<file path="src/verilog/rplm_pkg.sv">
`default_nettype none
package rplm_pkg;
  // Register offsets: shared port select, then the per-port page
  localparam logic [7:0] OFF_PORT_SEL = 8'h4C;
  localparam logic [7:0] OFF_LINES_HI = 8'h73;
  localparam logic [7:0] OFF_LINES_LO = 8'h74;
  localparam logic [7:0] OFF_LEN_HI = 8'h75;
  localparam logic [7:0] OFF_LEN_LO = 8'h76;
  localparam logic [7:0] OFF_FREQ_CTL = 8'h77;
  localparam logic [7:0] OFF_MSG0 = 8'h78;
  localparam logic [7:0] OFF_MSG1 = 8'h79;
  // Reset values
  localparam logic [7:0] RST_FREQ_CTL = 8'hC5;
  localparam logic [7:0] RST_MSG0 = 8'h00;
  localparam logic [7:0] RST_MSG1 = 8'h01;
  localparam logic [7:0] RST_BYTE = 8'h00;
  localparam logic [15:0] RST_WORD = 16'h0000;
  // Field positions in the frequency detect control register
  localparam int HYST_HI = 7;
  localparam int HYST_LO = 6;
  localparam int STAB_HI = 5;
  localparam int STAB_LO = 4;
  localparam int LOTHR_HI = 3;
  localparam int LOTHR_LO = 0;
  // Widths
  localparam int PORT_SEL_W = 2;
  localparam int STAB_CNT_W = 17;
  localparam logic [15:0] ONE_LINE = 16'h0001;
  localparam logic [STAB_CNT_W-1:0] CNT_ONE = 17'h00001;
  localparam logic [STAB_CNT_W-1:0] CNT_ZERO = 17'h00000;
  // Stability times and clock period in ns, then stability times in clock cycles
  localparam int CLK_PERIOD_NS = 25;
  localparam int STAB_T0_NS = 40000;
  localparam int STAB_T1_NS = 80000;
  localparam int STAB_T2_NS = 320000;
  localparam int STAB_T3_NS = 1280000;
  localparam int STAB_CYC_0 = STAB_T0_NS / CLK_PERIOD_NS;
  localparam int STAB_CYC_1 = STAB_T1_NS / CLK_PERIOD_NS;
  localparam int STAB_CYC_2 = STAB_T2_NS / CLK_PERIOD_NS;
  localparam int STAB_CYC_3 = STAB_T3_NS / CLK_PERIOD_NS;
endpackage : rplm_pkg
`default_nettype wire

</file>
<file path="src/verilog/rplm_freq_det.sv">
`timescale 1ns/1ps
`default_nettype none
module rplm_freq_det import rplm_pkg::*; #(
  parameter int unsigned CYC_0 = STAB_CYC_0,
  parameter int unsigned CYC_1 = STAB_CYC_1,
  parameter int unsigned CYC_2 = STAB_CYC_2,
  parameter int unsigned CYC_3 = STAB_CYC_3
) (
  // Clock and synchronised reset
  input wire logic clk_sys,
  input wire logic rst_n,
  // Measurement from the link clock counter
  input wire logic meas_valid,
  input wire logic [7:0] meas_mhz,
  // Settings
  input wire logic [1:0] freq_hysteresis,
  input wire logic [1:0] freq_stable_time_select,
  input wire logic [3:0] freq_low_threshold,
  // Status
  output logic no_link_clock_status,
  output logic freq_stable
);

  ////////////////////////////////////////////////////////////////////////////
  logic [7:0] cur_r, cur_nxt; // Accepted frequency
  logic have_r, have_nxt; // A measurement was ever accepted
  logic [STAB_CNT_W-1:0] cnt_r, cnt_nxt; // Cycles since last accept
  logic stab_r, stab_nxt;
  logic nolk_r, nolk_nxt;
  logic [7:0] diff; // Distance of new sample from current
  logic [STAB_CNT_W-1:0] limit; // Selected stability time

  // Stability time lookup
  always_comb begin
    case (freq_stable_time_select)
      2'h0: limit = STAB_CNT_W'(CYC_0);
      2'h1: limit = STAB_CNT_W'(CYC_1);
      2'h2: limit = STAB_CNT_W'(CYC_2);
      default: limit = STAB_CNT_W'(CYC_3);
    endcase
  end

  // Next state: accept outside hysteresis, count stability time
  always_comb begin
    diff = (meas_mhz > cur_r) ? (meas_mhz - cur_r) : (cur_r - meas_mhz);
    cur_nxt = cur_r;
    have_nxt = have_r;
    cnt_nxt = cnt_r;
    if (meas_valid && (!have_r || diff > {6'h00, freq_hysteresis})) begin
      cur_nxt = meas_mhz;
      have_nxt = 1'b1;
      cnt_nxt = CNT_ZERO; // Jump restarts the stability window
    end else if (have_r && cnt_r < limit) begin
      cnt_nxt = cnt_r + CNT_ONE; // Saturates at the limit
    end
    // Select change takes effect at once, no restart
    stab_nxt = have_nxt && (cnt_nxt >= limit);
    // No clock at all also counts as below threshold
    nolk_nxt = !have_nxt || (cur_nxt < {4'h0, freq_low_threshold});
  end

  // Registers
  always_ff @(posedge clk_sys or negedge rst_n) begin
    if (!rst_n) begin
      cur_r <= RST_BYTE;
      have_r <= 1'b0;
      cnt_r <= CNT_ZERO;
      stab_r <= 1'b0;
      nolk_r <= 1'b1;
    end else begin
      cur_r <= cur_nxt;
      have_r <= have_nxt;
      cnt_r <= cnt_nxt;
      stab_r <= stab_nxt;
      nolk_r <= nolk_nxt;
    end
  end

  assign no_link_clock_status = nolk_r;
  assign freq_stable = stab_r;

endmodule : rplm_freq_det
`default_nettype wire

</file>
<file path="src/verilog/rplm_top.sv">
`timescale 1ns/1ps
`default_nettype none
// Operation
// - Line count low byte readable at 0x74
// - Line count high byte at 0x73, resets zero
// - Line count frozen until read when enabled
// - High byte read captures the low byte
// - Line length readable at 0x75/0x76, reset zero
// - Varying lengths report the frame's last line
// - Line length frozen until read when enabled
// - Length high read latches the low byte
// - Accept first frequency, later ones only beyond hysteresis setting
// - Stable after selected time within hysteresis
// - No-clock status when below low threshold
// - Two message registers, resets 0x00 and 0x01
// - Port select 0x4C routes per-port accesses
module rplm_top import rplm_pkg::*; #(
  parameter int NUM_PORTS = 4,
  parameter int unsigned STAB_CYCLES_0 = STAB_CYC_0,
  parameter int unsigned STAB_CYCLES_1 = STAB_CYC_1,
  parameter int unsigned STAB_CYCLES_2 = STAB_CYC_2,
  parameter int unsigned STAB_CYCLES_3 = STAB_CYC_3
) (
  // Clock and reset
  input wire logic clk_sys,
  input wire logic arst_n,
  // Register access from the serial target core
  input wire logic [7:0] reg_addr,
  input wire logic reg_wr,
  input wire logic reg_rd,
  input wire logic [7:0] reg_wdata,
  output logic [7:0] reg_rdata,
  output logic reg_rvalid,
  // Video timing per port
  input wire logic [NUM_PORTS-1:0] line_done,
  input wire logic [NUM_PORTS*16-1:0] line_len_in,
  input wire logic [NUM_PORTS-1:0] frame_done,
  // Change interrupt enables per port
  input wire logic [NUM_PORTS-1:0] line_total_change_irq_enable,
  input wire logic [NUM_PORTS-1:0] line_length_change_irq_enable,
  // Link clock measurement per port
  input wire logic [NUM_PORTS-1:0] freq_meas_valid,
  input wire logic [NUM_PORTS*8-1:0] freq_meas_mhz,
  // Status per port
  output logic [NUM_PORTS-1:0] no_link_clock_status,
  output logic [NUM_PORTS-1:0] freq_stable
);

  // Address match
  function automatic logic hit(input logic [7:0] addr, input logic [7:0] off);
    hit = (addr == off);
  endfunction : hit

  ////////////////////////////////////////////////////////////////////////////
  // Reset release through two flops; assertion stays asynchronous
  logic rst_meta_r;
  logic rst_n; // Synchronised reset for the whole block

  always_ff @(posedge clk_sys or negedge arst_n) begin
    if (!arst_n) begin
      rst_meta_r <= 1'b0;
      rst_n <= 1'b0;
    end else begin
      rst_meta_r <= 1'b1;
      rst_n <= rst_meta_r;
    end
  end

  ////////////////////////////////////////////////////////////////////////////
  // Port select and read return
  logic [PORT_SEL_W-1:0] psel_r, psel_nxt; // Selected receive port
  logic [7:0] rdata_r, rdata_nxt;
  logic rvalid_r, rvalid_nxt;
  logic [7:0] port_rdata [NUM_PORTS]; // Per-port read mux output

  // Next state for the shared registers
  always_comb begin
    psel_nxt = psel_r;
    if (reg_wr && hit(reg_addr, OFF_PORT_SEL)) begin
      psel_nxt = reg_wdata[PORT_SEL_W-1:0];
    end
    rvalid_nxt = reg_rd;
    rdata_nxt = rdata_r; // Holds last answer between reads
    if (reg_rd) begin
      if (hit(reg_addr, OFF_PORT_SEL)) begin
        rdata_nxt = {{(8-PORT_SEL_W){1'b0}}, psel_r};
      end else begin
        rdata_nxt = port_rdata[psel_r];
      end
    end
  end

  // Shared registers
  always_ff @(posedge clk_sys or negedge rst_n) begin
    if (!rst_n) begin
      psel_r <= '0;
      rdata_r <= RST_BYTE;
      rvalid_r <= 1'b0;
    end else begin
      psel_r <= psel_nxt;
      rdata_r <= rdata_nxt;
      rvalid_r <= rvalid_nxt;
    end
  end

  assign reg_rdata = rdata_r;
  assign reg_rvalid = rvalid_r;

  ////////////////////////////////////////////////////////////////////////////
  // One copy of the monitor registers per receive port
  for (genvar p = 0; p < NUM_PORTS; p++) begin : g_port
    logic sel; // This port is the selected one
    logic rd_chi, rd_clo, rd_lhi, rd_llo; // Read strobes on this copy
    logic [15:0] len_in; // Length of the line just ended
    logic [15:0] run_r, run_nxt; // Lines seen so far this frame
    logic [15:0] last_r, last_nxt; // Length of latest line this frame
    logic [15:0] cnt_r, cnt_nxt; // Reported line count
    logic [15:0] len_r, len_nxt; // Reported line length
    logic cfrz_r, cfrz_nxt, lfrz_r, lfrz_nxt; // Freeze flags
    logic cpend_r, cpend_nxt, lpend_r, lpend_nxt; // High byte read, low pending
    logic [7:0] csh_r, csh_nxt, lsh_r, lsh_nxt; // Captured low bytes
    logic [7:0] ctl_r, ctl_nxt, msg0_r, msg0_nxt, msg1_r, msg1_nxt;

    assign sel = (psel_r == PORT_SEL_W'(p));
    assign rd_chi = reg_rd && sel && hit(reg_addr, OFF_LINES_HI);
    assign rd_clo = reg_rd && sel && hit(reg_addr, OFF_LINES_LO);
    assign rd_lhi = reg_rd && sel && hit(reg_addr, OFF_LEN_HI);
    assign rd_llo = reg_rd && sel && hit(reg_addr, OFF_LEN_LO);
    assign len_in = line_len_in[p*16 +: 16];

    // Next state of this port's registers
    always_comb begin
      run_nxt = run_r;
      last_nxt = last_r;
      if (line_done[p]) begin
        run_nxt = run_r + ONE_LINE;
        last_nxt = len_in; // Later lines overwrite earlier ones
      end
      if (frame_done[p]) begin
        run_nxt = RST_WORD; // New frame counts from zero
      end
      cnt_nxt = cnt_r;
      len_nxt = len_r;
      csh_nxt = csh_r;
      lsh_nxt = lsh_r;
      cpend_nxt = cpend_r;
      lpend_nxt = lpend_r;
      cfrz_nxt = cfrz_r;
      lfrz_nxt = lfrz_r;
      // High byte read captures the low byte
      if (rd_chi) begin
        csh_nxt = cnt_r[7:0];
        cpend_nxt = 1'b1;
      end
      if (rd_lhi) begin
        lsh_nxt = len_r[7:0];
        lpend_nxt = 1'b1;
      end
      // Low byte after high completes the read and lifts the freeze
      if (rd_clo && cpend_r) begin
        cpend_nxt = 1'b0;
        cfrz_nxt = 1'b0;
      end
      if (rd_llo && lpend_r) begin
        lpend_nxt = 1'b0;
        lfrz_nxt = 1'b0;
      end
      // Frame end reports unless frozen; a new freeze wins over release
      if (frame_done[p] && !cfrz_r) begin
        cnt_nxt = line_done[p] ? run_r + ONE_LINE : run_r;
        cfrz_nxt = line_total_change_irq_enable[p];
      end
      if (frame_done[p] && !lfrz_r) begin
        len_nxt = line_done[p] ? len_in : last_r;
        lfrz_nxt = line_length_change_irq_enable[p];
      end
      // Freezing stops once the enable drops
      if (!line_total_change_irq_enable[p]) begin
        cfrz_nxt = 1'b0;
      end
      if (!line_length_change_irq_enable[p]) begin
        lfrz_nxt = 1'b0;
      end
      // Writable settings and message registers
      ctl_nxt = ctl_r;
      msg0_nxt = msg0_r;
      msg1_nxt = msg1_r;
      if (reg_wr && sel) begin
        if (hit(reg_addr, OFF_FREQ_CTL)) begin
          ctl_nxt = reg_wdata;
        end
        if (hit(reg_addr, OFF_MSG0)) begin
          msg0_nxt = reg_wdata;
        end
        if (hit(reg_addr, OFF_MSG1)) begin
          msg1_nxt = reg_wdata;
        end
      end
    end

    // Registers of this port
    always_ff @(posedge clk_sys or negedge rst_n) begin
      if (!rst_n) begin
        run_r <= RST_WORD;
        last_r <= RST_WORD;
        cnt_r <= RST_WORD;
        len_r <= RST_WORD;
        cfrz_r <= 1'b0;
        lfrz_r <= 1'b0;
        cpend_r <= 1'b0;
        lpend_r <= 1'b0;
        csh_r <= RST_BYTE;
        lsh_r <= RST_BYTE;
        ctl_r <= RST_FREQ_CTL;
        msg0_r <= RST_MSG0;
        msg1_r <= RST_MSG1;
      end else begin
        run_r <= run_nxt;
        last_r <= last_nxt;
        cnt_r <= cnt_nxt;
        len_r <= len_nxt;
        cfrz_r <= cfrz_nxt;
        lfrz_r <= lfrz_nxt;
        cpend_r <= cpend_nxt;
        lpend_r <= lpend_nxt;
        csh_r <= csh_nxt;
        lsh_r <= lsh_nxt;
        ctl_r <= ctl_nxt;
        msg0_r <= msg0_nxt;
        msg1_r <= msg1_nxt;
      end
    end

    // Read mux; low bytes come from the capture while a pair is open
    always_comb begin
      case (reg_addr)
        OFF_LINES_HI: port_rdata[p] = cnt_r[15:8];
        OFF_LINES_LO: port_rdata[p] = cpend_r ? csh_r : cnt_r[7:0];
        OFF_LEN_HI: port_rdata[p] = len_r[15:8];
        OFF_LEN_LO: port_rdata[p] = lpend_r ? lsh_r : len_r[7:0];
        OFF_FREQ_CTL: port_rdata[p] = ctl_r;
        OFF_MSG0: port_rdata[p] = msg0_r;
        OFF_MSG1: port_rdata[p] = msg1_r;
        default: port_rdata[p] = RST_BYTE; // Unmapped reads as zero
      endcase
    end

    // Link clock frequency detector
    rplm_freq_det #(
      .CYC_0(STAB_CYCLES_0),
      .CYC_1(STAB_CYCLES_1),
      .CYC_2(STAB_CYCLES_2),
      .CYC_3(STAB_CYCLES_3)
    ) u_freq (
      .clk_sys(clk_sys),
      .rst_n(rst_n),
      .meas_valid(freq_meas_valid[p]),
      .meas_mhz(freq_meas_mhz[p*8 +: 8]),
      .freq_hysteresis(ctl_r[HYST_HI:HYST_LO]),
      .freq_stable_time_select(ctl_r[STAB_HI:STAB_LO]),
      .freq_low_threshold(ctl_r[LOTHR_HI:LOTHR_LO]),
      .no_link_clock_status(no_link_clock_status[p]),
      .freq_stable(freq_stable[p])
    );
  end

endmodule : rplm_top
`default_nettype wire

</file>
<file path="config.mk">
export PLATFORM = sky130hd
export DESIGN_NAME = rplm_top
export DESIGN_NICKNAME = d
export VERILOG_FILES = /design/src/verilog/rplm_pkg.sv /design/src/verilog/rplm_freq_det.sv /design/src/verilog/rplm_top.sv
export SDC_FILE = /design/constraint.sdc
export NUM_CORES = 1
export LEC_CHECK = 0
export ABC_CLOCK_PERIOD_IN_PS = 22500
export BUFFER_PORTS_ARGS = -buffer_cell sky130_fd_sc_hd__buf_2
export CORE_UTILIZATION = 45
export CTS_CLUSTER_DIAMETER = 200
export CTS_CLUSTER_SIZE = 28
export DETAILED_ROUTE_END_ITERATION = 10
export GPL_TIMING_DRIVEN = 0
export PLACE_DENSITY = 0.66
export SETUP_SLACK_MARGIN = 0.1
export SLEW_MARGIN = 10
export SYNTH_ARGS = -nofsm -noshare
export SYNTH_HDL_FRONTEND = slang
export SYNTH_HIERARCHICAL = 1
export SYNTH_SLANG_ARGS = --single-unit
</file>
<file path="constraint.sdc">
create_clock -name clk_sys -period 22.5 [get_ports clk_sys]
set_input_delay 0 -clock clk_sys [delete_from_list [all_inputs] [get_ports clk_sys]]
set_output_delay 0 -clock clk_sys [all_outputs]
set_load 0.01 [all_outputs]
</file>
---- After elaboration in Yosys (flattened, before gate mapping) ----
Index checks and enable logic that the tools add are counted.
word-level totals
  flip-flop bits (word level) ............. 557
  output and inout port bits .............. 17
  input port bits ......................... 136
  word-level logic and storage cells ...... 336
cells by class
  reduce and logical (&&, ||, !) cells .... 102
  add/subtract/negate cells ............... 16
  equality and inequality tests ........... 27
  magnitude comparators ................... 21
  bitwise gates (word level) .............. 1
  mux-type cells .......................... 92
operators with widths
  kind                                                                    number
  8-bit one-hot mux with 7 select lines                                   4
  16-bit 2-to-1 mux                                                       12
  16-bit one-hot mux with 3 select lines                                  4
  8-bit 2-to-1 mux                                                        19
  17-bit 2-to-1 mux                                                       8
  17-bit by 1-bit adder with 17-bit output (second input constant)        4
  17-bit by 16-bit greater-or-equal comparator with 1-bit output          4
  17-bit by 16-bit < comparator with 1-bit output                         4
  16-bit by 1-bit adder with 16-bit output (second input constant)        4
  8-bit by 7-bit equality test with 1-bit output (second input constant)  8
  8-bit subtractor                                                        8
  1-bit logical AND                                                       53
  1-bit 2-to-1 mux                                                        44
  8-bit by 2-bit > comparator with 1-bit output                           4
  8-bit > comparator                                                      4
  8-bit by 4-bit < comparator with 1-bit output                           4
  3-bit by 1-bit != test with 1-bit output (second input constant)        8
  2-bit AND reduction                                                     12
  8-bit binary-select mux with 2-bit select                               1
  1-bit logical NOT                                                       16
  2-bit nonzero test                                                      8
  2-bit equality test (second input constant)                             6
  2-bit by 1-bit equality test with 1-bit output (second input constant)  5
  2-bit logical NOT                                                       5
  other kinds (3)                                                         10

---- Depth between registers and ports, before layout ----
Gate-level depths: netlist of the first run.
  depth after elaboration ................. 8
  mapped depth ............................ 27
  gate-level depth less buffers ........... 25

---- Cells and area by module ----
Netlist of the first run, hierarchy kept.
modules (own cells, without submodules)
  module                            seq. area each (µm²)  cells each  area each (µm²)  times used
  rplm_top                          11160.7               1534        19453.7          1
  rplm_freq_det (g_port[2].u_freq)  701.9                 313         2648.8           1
  rplm_freq_det (g_port[1].u_freq)  701.9                 318         2642.5           1
  rplm_freq_det (g_port[0].u_freq)  701.9                 309         2620.0           1
  rplm_freq_det (g_port[3].u_freq)  701.9                 306         2572.5           1

---- Worst setup path before layout of the first run ----
Ideal clock, no wire load.
  path kind ............................... register to register
  start ................................... register g_port[2].u_freq.cur_r[3]
  end ..................................... register g_port[2].u_freq.stab_r
  data required time ...................... 22.369 ns
  slack ................................... 17.211 ns
  data arrival time ....................... 5.158 ns
  setup time .............................. 0.131 ns
  period minus slack after synthesis ...... 5.289 ns
  cell stages (with the launch flop) ...... 25
  buffers on the path ..................... 3
  cells stage by stage .................... dfrtp_1 > ha_1 > buf_2 > a21oi_1 > a21oi_1 > a2111oi_0 > a21oi_1 > mux2_2 > ha_1 > nor2b_1 > o21ai_0 > nand3_1 > or4_1 > o41a_1 > and2_2 > clkbuf_1 > clkbuf_1 > nor2_1 > ha_1 > a21o_1 > a21o_1 > a21oi_1 > nor3b_1 > a21bo_2 > nand3_1
on the way
  cells in the longest elaborated chain, start to end .. 8
  elaborated cells on any way between the ends .. 11
  those cells by class .................... add/sub (2); order compare (3); mux (3); reduce/logical (3)
RTL lines
  item                                                              RTL line             RTL
  start, declared                                                   rplm_freq_det.sv:25  logic [7:0] cur_r, cur_nxt;
  start signal, assigned                                            rplm_freq_det.sv:71  cur_r <= cur_nxt;
  8-bit subtractor / 8-bit > comparator (equally long branches)     rplm_freq_det.sv:45  diff = (meas_mhz > cur_r) ? (meas_mhz - cur_r) : (cur_r - meas_mhz);
  8-bit 2-to-1 mux *                                                rplm_freq_det.sv:45
  8-bit by 2-bit > comparator with 1-bit output *                   rplm_freq_det.sv:49  if (meas_valid && (!have_r || diff > {6'h00, freq_hysteresis})) begin
  1-bit logical OR *                                                rplm_freq_det.sv:49
  1-bit logical AND *                                               rplm_freq_det.sv:49
  17-bit 2-to-1 mux *                                               rplm_freq_det.sv:49
  via g_port[2].u_freq.cnt_nxt[10]                                  rplm_freq_det.sv:27  logic [STAB_CNT_W-1:0] cnt_r, cnt_nxt;
  17-bit by 16-bit greater-or-equal comparator with 1-bit output *  rplm_freq_det.sv:57  stab_nxt = have_nxt && (cnt_nxt >= limit);
  1-bit logical AND *                                               rplm_freq_det.sv:57
  via g_port[2].u_freq.stab_nxt                                     rplm_freq_det.sv:28  logic stab_r, stab_nxt;
  end signal, assigned                                              rplm_freq_det.sv:74  stab_r <= stab_nxt;
  end, declared                                                     rplm_freq_det.sv:28
Mark *: on every way through the listed nets, which the timed path passes. The rest lies on a longest branch.
A chain may end at the register's enable or synchronous reset.

---- Final worst setup path of the first run ----
Same ends and word-level chain as after synthesis.

==> results of run 1 <==
cells in the mapped netlist (all sizes together) (6+ instances only):
| library cell | instances |
|---|---|
| a22oi | 35 |
| nand2 | 216 |
| nand2b | 25 |
| and3 | 47 |
| nor4 | 14 |
| dfrtp | 533 |
| o221ai | 12 |
| inv | 139 |
| nor2b | 15 |
| xnor2 | 48 |
| o31ai | 6 |
| clkbuf | 79 |
| o211ai | 11 |
| fa | 8 |
| a31oi | 19 |
| nor2 | 194 |
| a221oi | 29 |
| and2 | 21 |
| nand4 | 45 |
| ha | 156 |
| and4b | 8 |
| a211oi | 15 |
| a21boi | 9 |
| dfstp | 24 |
| mux2 | 353 |
| a222oi | 24 |
| mux2i | 22 |
| or2 | 13 |
| xor2 | 97 |
| a21o | 21 |
| o21ai | 150 |
| and4 | 12 |
| o21a | 11 |
| a21oi | 81 |
| buf | 64 |
| nand3 | 98 |
| nand3b | 14 |
| nor3 | 24 |
stage by stage:
step | setup slack (ns) | instances
2_1_floorplan | 5.87 | 2780
3_3_place_gp | 0.166 | 3791
3_5_place_dp | 16.27 | 3800
4_1_cts | 16.22 | 3967
5_1_grt | 15.84 | 3972
6_report | 16.19 | 3977
path summary, 6_finish.rpt:
| path | startpoint | end | slack (ns) | cells after the start |
|---|---|---|---|---|
| setup reg to reg | g_port[2].u_freq/cur_r[3] | g_port[2].u_freq/freq_stable | 16.19 | 24 |
| max in group asynchronous | rst_n | g_port[2].u_freq/no_link_clock_status | 20.70 | 3 |
| hold / removal | reg_addr[2] | reg_rdata[0] | 0.05 | 4 |
| hold reg to reg | rst_meta_r | rst_n | 0.37 | 0 |
| min in group asynchronous | arst_n | rst_n | 0.28 | 3 |
| setup / recovery | g_port[2].u_freq/cur_r[3] | g_port[2].u_freq/freq_stable | 16.19 | 24 |
layout make-up:
cell class,instances,area share [%]
Tap cell,864,3.19
Multi-Input combinational cell,1938,43.4
Inverter,139,1.54
Timing Repair Buffer,282,6.59
Sequential cell,557,41.2
Buffer,146,2.10
Clock inverter,1,0.0148
Clock buffer,40,1.88
Antenna cell,10,0.0738
cells by family after synthesis:
logic type | Yosys count
compound gates | 478
other cells | 1
buf+inv | 285
xor+xnor | 145
flops | 557
mux | 375
fa+ha+maj | 164
simple gates | 775
worst min-delay path, delay by kind of cell:
family,cells,cell delay (ns)
AOI/OAI and AO/OA,2,0.31
buffers and inverters,1,0.18
and+or+nand+nor,1,0.10
where the power goes:
| part | switching (mW) | leakage (nW) | total (mW) | internal, mW |
|---|---|---|---|---|
| combinational | 0.183 | 8.07 | 0.331 | 0.148 |
| sequential | 0.0417 | 7.26 | 1.10 | 1.05 |
| clock | 0.311 | 0.307 | 0.508 | 0.197 |
| total | 0.535 | 15.6 | 1.93 | 1.40 |
per-layer routing:
metal	wire, µm	GRT usage (%)	vias up
li1	-	-	10500
met1	35800	32.7	11400
met2	37900	39.3	691
met3	5010	3.44	120
met4	1960	6.32	6
met5	35	0	-
sequential cells by signal, summed over array words and instances (netlist names), 64 cells and up:
signal               count
g_port.cnt_r            64
g_port.last_r           64
g_port.len_r            64
g_port.u_freq/cnt_r     68
g_port.run_r            64
==> impl_results.md, run 1 <==
* Commonest non-fill, non-tap cells in the layout: dfrtp_1 (532), mux2_2 (329), nand2_1 (213)
* Vias per Instance at 5.71
* Fraction of synthesized area in multiplexers at 14.0%
* Multi-input gate area at 14700 µm²
* Crit path buffers/inverters at 3
* Crit path capture type: flip-flop
* Synth Warn # at 6
* Avg Synthesized Cell Area at 10.8 µm²
* Number of nets still failing antenna checks after routing at 0
* Dpl cell area at 32000 µm²
* Synth Cell Area at 29900 µm²
* Ports at 153
* Synth Area in XOR/XNOR at 4.24%
* Via Count at 22700
* Outcome: finished clean
* Max stage delay on crit path at 0.51 ns
* Port Buffers at 147
* WL/cell at 20.3 µm
* Clock skew at 0.0203 ns
* Die Wd at 260 µm
* CP required at 22.96 ns
* Worst path slowest cell: or4_1
* Final setup violation count at 0
* Cells after Synth at 2780
* Initial antenna violation count at 14
* Top post-synthesis cells by area: dfrtp_1 (45%), mux2_2 (12%), ha_1 (6.5%)
* Syn_nets at 3080
* Max-slew headroom at 34.5%
* First DRT Iteration DRCs at 1932
* Layout cells sized above 1 at 20.4%
* CTS tree: yes
* Total leakage power at 15.6 nW
* GRT overflow at 0
* Number of synthesized flops with an enable pin at 0
* Crit-path leading delay family: compound AO/OA/AOI/OAI gates
* Row cnt at 94
* Max-slew violations at 0
* First-pass GRT wire length at 127 mm
* Peak VDD IR at 57.9 µV
* Biggest area consumer among synthesized cells: dfrtp_1
* Clock root buffer: clkbuf_16
* HPWL Detailed at 60.7 mm
* Power, Total at 1.93 mW
* Die Y at 260 µm
* Finished Core Util at 51.6%
* Post-synth top area share at 44.6%
* Pin count of the biggest net entering global routing at 69
* Yosys cell types at 105
* Sequential fraction of the synthesis area at 46.7%
* Post-route cell area at 33900 µm²
* Setup CP Type: reg2reg
* Unrepaired setup endpoints after global routing: no
* Compound-cell area share of the yosys netlist at 10.9%
* Max-cap violations at 0
* Clock transition at path regs at 0.12 ns
* Fill count at 5815
* Synth Flop Type: dfrtp_1
* Hold buffer count at CTS at 126
* Crit-path max FO at 10
* Htree depth at 1
* Routability congestion estimate at 0.953
* Final Hold Vio Count at 0
* Initial Util at 45.5%
* Min-delay worst type: in2reg
* Fmax at 158 MHz
* Ys async rst share at 100%
* Post-Synth Adder-Cell Area at 7.05%
* Hold slack at 0.0482 ns
* Final setup TNS at 0 ns
* CTS Buf Count at 23
* Most common cell after layout, fill and taps aside: dfrtp_1
* Vias in the first global route at 22900
* Main combinational cell family by area after synthesis: multiplexers
* Pwr Density at 57.0 nW/µm²
* Final WL at 80.7 mm
* Synthesized flop and latch total at 557
* Final net count at 3387
* Total setup buffers inserted after CTS at 0
* CP startpoint kind: flip-flop
* Clock sink count at 557
* Worst-Skew Late Latency at 0.59 ns
* Core outline area at 65700 µm²
* First-pass iteration count of the detailed router at 6
* DR DRC count at 0
* Gr usage total at 23.8%
* Reg area at 14000 µm²
* Part of the cycle the worst path needs at 28.0%
* Min Tclk post-route at 6.31 ns
* Simple-gate share of the synthesized area at 13.0%
* Layout area overhead at 13.3%
* Max Buffers Root-to-Sink at 3
* Post_cts resized at 0
* Worst slew pin tran at 0.975 ns
* Cells along the critical path: ha_1, buf_2, a21oi_1, a21oi_1, a2111oi_0, a21oi_1, mux2_2, ha_1, nor2b_1, o21ai_0, nand3_1, or4_1, o41a_1, and2_2, clkbuf_1, clkbuf_1, nor2_1, ha_1, a21o_1, a21o_1, a21oi_1, nor3b_1, a21bo_2, nand3_1
* Die Footprint at 67600 µm²
* Cell mode on critical path: a21oi_1
* Worst endpoint data arrival time at 6.77 ns
Power figures use the tool's default switching activity.
==> run 2, diff against run 1 <==
--- a/config.mk
+++ b/config.mk
@@ -5,14 +5,14 @@
 export SDC_FILE = /design/constraint.sdc
 export NUM_CORES = 1
 export LEC_CHECK = 0
-export ABC_CLOCK_PERIOD_IN_PS = 22500
+export ABC_CLOCK_PERIOD_IN_PS = 5300
 export BUFFER_PORTS_ARGS = -buffer_cell sky130_fd_sc_hd__buf_2
 export CORE_UTILIZATION = 45
 export CTS_CLUSTER_DIAMETER = 200
 export CTS_CLUSTER_SIZE = 28
 export DETAILED_ROUTE_END_ITERATION = 10
 export GPL_TIMING_DRIVEN = 0
-export PLACE_DENSITY = 0.66
+export PLACE_DENSITY = 0.68
 export SETUP_SLACK_MARGIN = 0.1
 export SLEW_MARGIN = 10
 export SYNTH_ARGS = -nofsm -noshare
==> constraint.sdc (replaced) <==
create_clock -name clk_sys -period 5.3 [get_ports clk_sys]
set_input_delay 0 -clock clk_sys [delete_from_list [all_inputs] [get_ports clk_sys]]
set_output_delay 0 -clock clk_sys [all_outputs]
set_load 0.01 [all_outputs]
==> run 2 against run 1 <==
Net effect:
- sequential share of layout area decreased by 1.3 points
- combinational power increased to 4.9 times the previous value
- non-clock buffer count increased by 59
- hold slack improved by 0.019 ns
- clock power increased to 4.3 times the previous value
- global-route usage increased by 0.36 points
- setup slack got worse by 16 ns
- flip-flop and latch count unchanged
- first-iteration DRC count increased by 1.2%
- cell area increased by 3.2%
- critical endpoint unchanged
- largest cell class unchanged
==> impl_results.md, run 2 (synthesized netlist as in run 1, its figures left out) <==
* Post-route cell area at 35000 µm²
* CP startpoint kind: flip-flop
* Hold slack at 0.0668 ns
* Routability congestion estimate at 0.933
* Die Y at 260 µm
* First-pass GRT wire length at 130 mm
* Crit-path max FO at 10
* Number of nets still failing antenna checks after routing at 0
* Vias per Instance at 5.71
* Ports at 153
* Die Footprint at 67600 µm²
* Worst slew pin tran at 0.943 ns
* Initial Util at 45.5%
* Final Hold Vio Count at 0
* HPWL Detailed at 60.8 mm
* Gr usage total at 24.2%
* Pre-CTS setup slack at -0.894 ns
* Max Buffers Root-to-Sink at 3
* Dpl cell area at 32000 µm²
* Clock transition at path regs at 0.12 ns
* Finished Core Util at 53.2%
* GRT overflow at 0
* Core outline area at 65700 µm²
* Pin count of the biggest net entering global routing at 69
* CP required at 5.77 ns
* Pwr Density at 241 nW/µm²
* Setup CP Type: reg2reg
* Max reg flops at 68
* Die Wd at 260 µm
* Initial antenna violation count at 8
* Htree depth at 1
* Final WL at 82.6 mm
* Total leakage power at 16.1 nW
* Fill count at 5698
* Max-cap violations at 0
* Via Count at 23000
* CTS tree: yes
* Worst endpoint data arrival time at 5.67 ns
* Largest register by flop count: g_port.u_freq/cnt_r
* Row cnt at 94
* Peak VDD IR at 260 µV
* Min-delay worst type: in2reg
* Outcome: finished clean
* Clock skew at 0.0285 ns
* Max-slew violations at 0
* Clock sink count at 557
* Vias in the first global route at 23400
* Layout cells sized above 1 at 24.6%
* Commonest non-fill, non-tap cells in the layout: dfrtp_1 (532), mux2_2 (325), nand2_1 (212)
* Unrepaired setup endpoints after global routing: yes
* First-pass iteration count of the detailed router at 8
* Final setup violation count at 0
* Min Tclk post-route at 5.21 ns
* Most common cell after layout, fill and taps aside: dfrtp_1
* Max-slew headroom at 36.7%
* Clock root buffer: clkbuf_16
* Part of the cycle the worst path needs at 98.2%
* Layout area overhead at 16.9%
* Fmax at 192 MHz
* CTS Buf Count at 23
* First DRT Iteration DRCs at 1955
* Crit path capture type: flip-flop
* WL/cell at 20.5 µm
* Final net count at 3446
* DR DRC count at 0
* Port Buffers at 147
* Setup WS post-layout at 0.0935 ns
* Worst-Skew Late Latency at 0.59 ns
run 2: cell count changes in the layout (fill, tap and decap cells not counted), moves of 7 or more:
cell / before / now
ha_1: 156 / 140
clkbuf_1: 96 / 80
a21oi_2: 2 / 9
a21oi_1: 78 / 69
o21ai_0: 143 / 132
buf_4: 5 / 72
ha_4: 0 / 10
run 2: metrics by stage:
stage          total power [mW]  std cells  setup TNS, ns
2_1_floorplan              5.59       2780         -52.90
3_3_place_gp               5.98       3791        -984.55
3_5_place_dp               6.05       3800          -4.92
4_1_cts                    8.39       4003              0
5_1_grt                    8.82       4028        -0.0506
6_report                   8.45       4030              0
run 2: final cells by class:
class,count,area (µm²),share of cell area (%)
inverter,139,522,1.49
sequential,557,14000,39.9
timing repair buffer,348,2780,7.93
multi-input combinational,1938,15200,43.5
clock inverter,1,5.00,0.0143
antenna,5,12.5,0.0357
tap,864,1080,3.09
buffer,139,781,2.23
clock buffer,39,636,1.82
run 2: worst paths after layout:
path,from,end,slack (ns),depth (start not counted)
hold / removal,line_done[1],g_port[1].run_r[6],0.07,5
setup reg to reg,g_port[2].u_freq/cur_r[4],g_port[2].u_freq/freq_stable,0.09,23
min in group asynchronous,arst_n,rst_n,0.27,3
setup / recovery,g_port[2].u_freq/cur_r[4],g_port[2].u_freq/freq_stable,0.09,23
hold reg to reg,rst_n,g_port[0].msg0_r[1],0.37,0
max in group asynchronous,rst_n,g_port[0].u_freq/no_link_clock_status,3.52,3
run 2: what timing repair did:
item,CTS,global route
setup endpoints to repair,8,8
pin swaps,35,55
hold endpoints to repair,229,0
setup buffers,39,24
hold buffers,128,0
gates cloned,0,1
gates resized for setup,80,64
run 2: worst max-delay path, cell delays in order, from the launching register on:
cell	delay (ns)
dfrtp_1	0.43
ha_1	0.32
buf_4	0.19
nand4_1	0.12
a21oi_4	0.05
a2111oi_4	0.35
a21oi_2	0.09
mux2_4	0.32
ha_4	0.22
nor2b_4	0.13
o21ai_4	0.18
nand3_2	0.08
or4_4	0.52
o41a_1	0.46
and2_4	0.21
clkbuf_16	0.17
nor2_4	0.13
ha_4	0.21
a21o_1	0.15
a21o_1	0.16
a21oi_2	0.16
nor3b_2	0.19
a21bo_2	0.17
nand3_2	0.08
run 2: where the power goes:
part           switching [mW]  internal, mW
clock                    1.34         0.834
combinational           0.857         0.763
sequential              0.179          4.47
run 2: layer usage:
metal	track usage, %	share of wire [%]
met1	33.7	45
met3	3.10	5.8
met4	6.65	2.4
met5	0	0.028
met2	39.5	47
